**config.mk**
```make
export PLATFORM = sky130hd
export DESIGN_NAME = lcm_top
export DESIGN_NICKNAME = d
export VERILOG_FILES = /design/src/lcm_pkg.sv /design/src/lcm_avg.sv /design/src/lcm_top.sv
export VERILOG_INCLUDE_DIRS = /design/src
export SDC_FILE = /design/constraint.sdc
export NUM_CORES = 1
export LEC_CHECK = 0
export ABC_AREA = 1
export CORE_ASPECT_RATIO = 1.5
export CORE_MARGIN = 3
export CORE_UTILIZATION = 45
export CTS_BUF_LIST = sky130_fd_sc_hd__clkbuf_8
export CTS_CLUSTER_SIZE = 10
export DETAILED_ROUTE_END_ITERATION = 10
export DONT_BUFFER_PORTS = 1
export PLACE_DENSITY = 0.69
export SYNTH_ARGS = -nofsm -noshare
export SYNTH_HDL_FRONTEND = slang
export SYNTH_HIERARCHICAL = 1
export SYNTH_SLANG_ARGS = --single-unit
```
**constraint.sdc**
```tcl
create_clock -name clk -period 42.3 [get_ports clk]
set_clock_uncertainty 0.15 [all_clocks]
set_input_delay 2.115 -clock clk [delete_from_list [all_inputs] [get_ports clk]]
set_output_delay 2.115 -clock clk [all_outputs]
set_load 0.01 [all_outputs]
```
**src/lcm_map.svh**
```systemverilog
`ifndef LCM_MAP_SVH
`define LCM_MAP_SVH

// Register offsets on the device's internal register port.
`define LCM_OFS_SEL 8'h21
`define LCM_OFS_RESULT 8'h22
`define LCM_OFS_MASK 8'h2E

// Field positions in the selector register.
`define LCM_SEL_HI_MSB 6
`define LCM_SEL_HI_LSB 4
`define LCM_SEL_RSV_HI 7
`define LCM_SEL_RSV_LO 3

// Mask bit positions.
`define LCM_MASK_READY 3
`define LCM_MASK_SUPPLY 2
`define LCM_MASK_THERMAL 1
`define LCM_MASK_HEAT 0

// Reset values.
`define LCM_SEL_RST 3'h0
`define LCM_RESULT_RST 11'h000
`define LCM_MASK_RST 8'h0B

// Source codes and core count.
`define LCM_NUM_CORES 6
`define LCM_SRC_TOTAL 3'h6

// Scaling and saturation.
`define LCM_MA_PER_LSB 32'h0000_000A
`define LCM_SAT_MA 32'h0000_4FF6
`define LCM_CODE_MAX 11'h7FF

// Averaging window.
`define LCM_CLK_HZ 32'h0098_9680
`define LCM_AVG_WIN_MS 32'h0000_0005
`define LCM_AVG_CYCLES (`LCM_AVG_WIN_MS * `LCM_CLK_HZ / 32'h0000_03E8)

`endif

```
**src/lcm_pkg.sv**
```systemverilog
package lcm_pkg;
   typedef logic [2:0] lcm_sel_t;
   typedef logic [10:0] lcm_code_t;
   typedef logic [15:0] lcm_core_t;
   typedef logic [18:0] lcm_sample_t;
endpackage

```
**src/lcm_avg.sv**
```systemverilog
`timescale 1ns/1ns
`default_nettype none
`include "lcm_map.svh"

module lcm_avg #(
   parameter int unsigned WIN = `LCM_AVG_CYCLES
) (
   input wire logic clk,
   input wire logic srst,
   input wire logic ce,
   input wire logic restart,
   input wire lcm_pkg::lcm_sample_t sample,
   output lcm_pkg::lcm_code_t code_q,
   output logic done_q
);
   logic [31:0] cnt_q;
   logic [31:0] cnt_d;
   logic [39:0] acc_q;
   logic [39:0] acc_d;
   lcm_pkg::lcm_code_t code_d;
   logic done_d;
   // The sum is 40 bits wide so a full window of the largest total cannot wrap.
   logic [39:0] sum;
   logic [39:0] avg;
   logic [39:0] lsb;

   // Sum one sample a cycle and close the window with a rounded-down mean.
   always_comb begin
      cnt_d = cnt_q;
      acc_d = acc_q;
      code_d = code_q;
      done_d = 1'b0;
      sum = acc_q + {21'h00_0000, sample};
      avg = 40'h00_0000_0000;
      lsb = 40'h00_0000_0000;
      if (restart) begin
         cnt_d = 32'h0000_0000;
         acc_d = 40'h00_0000_0000;
      end else if (cnt_q == WIN - 1) begin
         avg = sum / WIN;
         lsb = avg / `LCM_MA_PER_LSB;
         if (avg >= `LCM_SAT_MA) begin
            code_d = `LCM_CODE_MAX;
         end else begin
            code_d = lsb[10:0];
         end
         cnt_d = 32'h0000_0000;
         acc_d = 40'h00_0000_0000;
         done_d = 1'b1;
      end else begin
         cnt_d = cnt_q + 32'h0000_0001;
         acc_d = sum;
      end
   end

   // Reset clears the reported code whatever the enable does.
   always_ff @(posedge clk) begin
      if (srst) begin
         cnt_q <= 32'h0000_0000;
         acc_q <= 40'h00_0000_0000;
         code_q <= `LCM_RESULT_RST;
         done_q <= 1'b0;
      end else if (ce) begin
         cnt_q <= cnt_d;
         acc_q <= acc_d;
         code_q <= code_d;
         done_q <= done_d;
      end
   end
endmodule
`default_nettype wire

```
**src/lcm_top.sv**
```systemverilog
`timescale 1ns/1ns
`default_nettype none
`include "lcm_map.svh"

module lcm_top #(
   parameter int unsigned AVG_CYCLES = `LCM_AVG_CYCLES
) (
   input wire logic clk,
   input wire logic srst,
   input wire logic ce,
   input wire logic [7:0] reg_addr,
   input wire logic [7:0] reg_wdata,
   input wire logic reg_wr,
   input wire logic reg_rd,
   output logic [7:0] reg_rdata,
   input wire lcm_pkg::lcm_core_t core_ma [`LCM_NUM_CORES],
   input wire logic meter_ready_flag,
   input wire logic supply_low_lockout_flag,
   input wire logic thermal_warn_flag,
   input wire logic [1:0] die_heat_level,
   output lcm_pkg::lcm_sel_t meter_source,
   output lcm_pkg::lcm_code_t meter_result_value,
   output logic meter_done,
   output logic irq_request
);
   lcm_pkg::lcm_sel_t sel_q;
   lcm_pkg::lcm_sel_t sel_d;
   logic [1:0] rsv_q;
   logic [1:0] rsv_d;
   logic [7:0] mask_q;
   logic [7:0] mask_d;
   logic [7:0] rdata_q;
   logic [7:0] rdata_d;
   logic [1:0] heat_q;
   logic [1:0] heat_d;
   logic irq_q;
   logic irq_d;
   logic restart;
   lcm_pkg::lcm_sample_t psum [`LCM_NUM_CORES + 1];
   lcm_pkg::lcm_sample_t sample;
   lcm_pkg::lcm_code_t result;
   logic done;

   // Running sum of all cores gives the combined total.
   assign psum[0] = 19'h0_0000;
   for (genvar i = 0; i < `LCM_NUM_CORES; i++) begin : g_total
      assign psum[i + 1] = psum[i] + {3'h0, core_ma[i]};
   end

   // Route the chosen source to the averager.
   always_comb begin
      sample = 19'h0_0000;
      if (sel_q < 3'(`LCM_NUM_CORES)) begin
         sample = {3'h0, core_ma[sel_q]};
      end else if (sel_q == `LCM_SRC_TOTAL) begin
         sample = psum[`LCM_NUM_CORES];
      end
   end

   // The averager owns the result register, so both halves share one window.
   lcm_avg #(
      .WIN(AVG_CYCLES)
   ) lcm_avg_inst (
      .clk(clk),
      .srst(srst),
      .ce(ce),
      .restart(restart),
      .sample(sample),
      .code_q(result),
      .done_q(done)
   );

   // Register writes and the registered read answer.
   always_comb begin
      sel_d = sel_q;
      rsv_d = rsv_q;
      mask_d = mask_q;
      rdata_d = rdata_q;
      restart = 1'b0;
      if (reg_wr) begin
         unique case (reg_addr)
            `LCM_OFS_SEL: begin
               sel_d = reg_wdata[2:0];
               rsv_d = {reg_wdata[`LCM_SEL_RSV_HI],
                        reg_wdata[`LCM_SEL_RSV_LO]};
               restart = (reg_wdata[2:0] != sel_q);
            end
            `LCM_OFS_MASK: begin
               mask_d = reg_wdata;
            end
            default: begin
               sel_d = sel_q;
            end
         endcase
      end
      if (reg_rd) begin
         unique case (reg_addr)
            `LCM_OFS_SEL: begin
               rdata_d = {rsv_q[1], result[10:8], rsv_q[0], sel_q};
            end
            `LCM_OFS_RESULT: begin
               rdata_d = result[7:0];
            end
            `LCM_OFS_MASK: begin
               rdata_d = mask_q;
            end
            default: begin
               rdata_d = 8'h00;
            end
         endcase
      end
   end

   // Registers move only while enabled; reset acts regardless.
   always_ff @(posedge clk) begin
      if (srst) begin
         sel_q <= `LCM_SEL_RST;
         rsv_q <= 2'h0;
         mask_q <= `LCM_MASK_RST;
         rdata_q <= 8'h00;
      end else if (ce) begin
         sel_q <= sel_d;
         rsv_q <= rsv_d;
         mask_q <= mask_d;
         rdata_q <= rdata_d;
      end
   end

   // Combine unmasked flag sources into one interrupt request.
   always_comb begin
      heat_d = die_heat_level;
      irq_d = (meter_ready_flag && !mask_q[`LCM_MASK_READY]) ||
         (supply_low_lockout_flag && !mask_q[`LCM_MASK_SUPPLY]) ||
         (thermal_warn_flag && !mask_q[`LCM_MASK_THERMAL]) ||
         ((die_heat_level != heat_q) && !mask_q[`LCM_MASK_HEAT]);
   end

   // The heat copy and the request are registered together.
   always_ff @(posedge clk) begin
      if (srst) begin
         heat_q <= 2'h0;
         irq_q <= 1'b0;
      end else if (ce) begin
         heat_q <= heat_d;
         irq_q <= irq_d;
      end
   end

   // Every output comes straight from a register.
   assign reg_rdata = rdata_q;
   assign meter_source = sel_q;
   assign meter_result_value = result;
   assign meter_done = done;
   assign irq_request = irq_q;
endmodule
`default_nettype wire

```
==> summary.txt <==
status -> complete, no violations
Tot Pwr -> 0.563 mW
number of port buffers -> 0
CP max stage delay -> 560 ps
drt drc -> 0
Gate Count Post-Synth -> 4174
iteration-0 DRC count of the detailed router -> 1069
Clock Sinks -> 108
pre-CTS setup slack -> 13110 ps
Sum Neg Setup Slack -> 0 ps
area of the multi-input gates -> 19300 µm²
Die Span X -> 199 µm
later-pin clock latency in the skew report -> 440 ps
final WL -> 66000 µm
Post-synth EDFFs -> 0
endpoints failing setup -> 0
standard-cell rows -> 105
crit-path most repeated cell -> nand2_1
Distinct cells, synth -> 78
CP endpoint kind -> register
via count -> 24700
#FFs+latches synth -> 108
register area share after synthesis -> 8.64%
clock slew at reported path FFs -> 110 ps
CP Max Fanout -> 22
# fillers -> 5876
Peak Freq -> 34.8 MHz
WP data arrival -> 28940 ps
Avg Inst Size Synth -> 5.99 µm²
initial antenna violation count -> 1
post-CTS setup buffer count -> 0
Synth Net Count -> 4397
Routed WL per cell -> 13.7 µm
Synth warnings -> 6
category of the most critical setup path -> primary input to register
GRT Util Overall -> 22.2%
actual slew at the worst max-slew pin -> 837 ps
RSZ-0062 raised after global routing -> false
total gr overflow -> 0
worst hold path type -> register to register
Tmin final -> 28750 ps
layout cell share with drive strength beyond 1 -> 20.8%
maximum vdd ir drop -> 0.0148 mV
r2r setup slk -> 16040 ps
Leak -> 13.9 nW
Slew headroom -> 44.0%
cts hold-fix bufs -> 0
First-pass DRT Iterations -> 6
Final Cycle Share -> 68.0%
post-layout util -> 46.6%
largest net degree at the start of global routing -> 97
Cell Count, Final, Fillers Out -> 4830
vias per cell -> 5.11
RePlAce Congestion -> 0.955
max-cap violations -> 0
CTS Buf Count -> 9
ANT nets after route -> 0
IO Count -> 146
core area -> 54900 µm²
Initial Utilization -> 45.6%
first-pass GRT wire length -> 109000 µm
CTS tree -> yes
Post-CTS Resized -> 0
clock buffer depth -> 2
Hold Fails Final Rpt -> 0
DIE AREA -> 58500 µm²
vias in the first global route -> 23400
critical path startpoint category -> primary input
asr flop ratio synth -> 0%
power density over the cells -> 22.0 nW/µm²
area delta synth->final -> 2.26%
Slew Limit Fails -> 0
worst path required time -> 42480 ps
Reg area -> 2160 µm²
H-tree levels -> 3
Post-DP HPWL -> 55600 µm
Root Driver -> clkbuf_8
Post-synth top flop -> dfxtp_1
placed cell count -> 4813
nets -> 4352
slowest library cell on the worst path -> fa_1
mapped cell area -> 25000 µm²
setup ws final -> 13550 ps
Chip Height -> 295 µm
-- power by group --
part | switching, mW | leakage, nW | total (mW) | internal, mW
Sequential | 0.00178 | 0.875 | 0.106 | 0.104
Combinational | 0.260 | 12.9 | 0.389 | 0.129
Clock | 0.0442 | 0.0911 | 0.0670 | 0.0229
Total | 0.306 | 13.9 | 0.563 | 0.256
-- cell usage in the layout (no fill, tap or decap), drive strengths merged, types with 9 or more instances in the layout --
cell type / n
a21oi: 185
buf: 11
clkbuf: 9
clkinv: 17
dfxtp: 108
fa: 65
ha: 36
inv: 750
nand2: 1621
nand3: 463
nand3b: 9
nand4: 69
nor2: 375
nor3: 30
nor4: 13
o211ai: 30
o21ai: 154
xnor2: 17
xor2: 102
-- layout make-up --
class	count	area share, %
Inverter	766	11.6
Multi-Input combinational cell	3233	75.4
Timing Repair Buffer	11	0.323
Tap cell	695	3.40
Antenna cell	1	0.00978
Sequential cell	108	8.45
Clock buffer	9	0.484
Clock inverter	7	0.269
-- cells in the mapped netlist (all sizes together) (4+ instances only) --
master  instances  area (µm²)
nand3b          9        71.3
clkbuf         28         115
o22ai           5        31.3
nor3           30         176
fa             65        1300
clkinv         17        77.6
o21bai          6        48.8
nand2        1621        8200
nor4           13        81.3
nand4          69         453
nor2          375        1960
xnor2          17         149
dfxtp         108        2160
a221oi          5        43.8
a31o            4        35.0
ha             36         450
a21oi         185        1100
or2             7        48.8
buf            38         458
nand3         463        2800
a32oi           6        52.6
xor2          102         908
o21ai         154         913
inv           745        2840
o211ai         30         230
-- sequential cells by signal, indices dropped and copies added, names as in the netlist --
signal,count
mask_q,8
lcm_avg_inst/acc_q,40
lcm_avg_inst/code_q,11
meter_source,3
rsv_q,2
reg_rdata,8
lcm_avg_inst/cnt_q,32
heat_q,2
lcm_avg_inst/done_q,1
irq_request,1
-- critical path, delay by kind of cell --
family | cells | cell delay (ps)
buf+inv | 17 | 1440
simple gates | 149 | 19810
fa+ha+maj | 5 | 2520
compound gates | 14 | 2900
-- final timing paths --
check / startpoint / endpoint / depth (start not counted)
worst max-delay path: core_ma[3] / lcm_avg_inst/code_q[2] / 185
worst min-delay path: mask_q[7] / mask_q[7] / 2
worst max register to register: meter_source[2] / lcm_avg_inst/code_q[2] / 177
worst min register to register: mask_q[7] / mask_q[7] / 2
-- routing by layer --
metal	track usage (%)	vias up	wire [µm]
li1	-	12900	-
met5	0	-	0
met3	1.82	140	2040
met4	9.62	0	2780
met2	43.7	428	35200
met1	23.9	11200	26000
-- logic make-up (layout without fill, tap and decap cells) --
family	Yosys count	in the layout	share of synthesized area, %
AO/OA/AOI/OAI	418	418	10.5
adder cells (fa/ha/maj)	101	101	7.00
other	0	1	0
buffers and inverters	833	793	14.2
flip-flops	108	108	8.64
AND/OR/NAND/NOR	2594	2594	55.3
multiplexers	1	1	0.0550
XOR/XNOR	119	119	4.23
-- metrics by stage --
stage               area (µm²)  hold WS (ps)
finish                   25600           317
CTS                      25600           320
global route             25600           329
detailed placement       25400           303
global placement         25400           299
floorplan                25000           296
(Power assumes the default switching activity.)
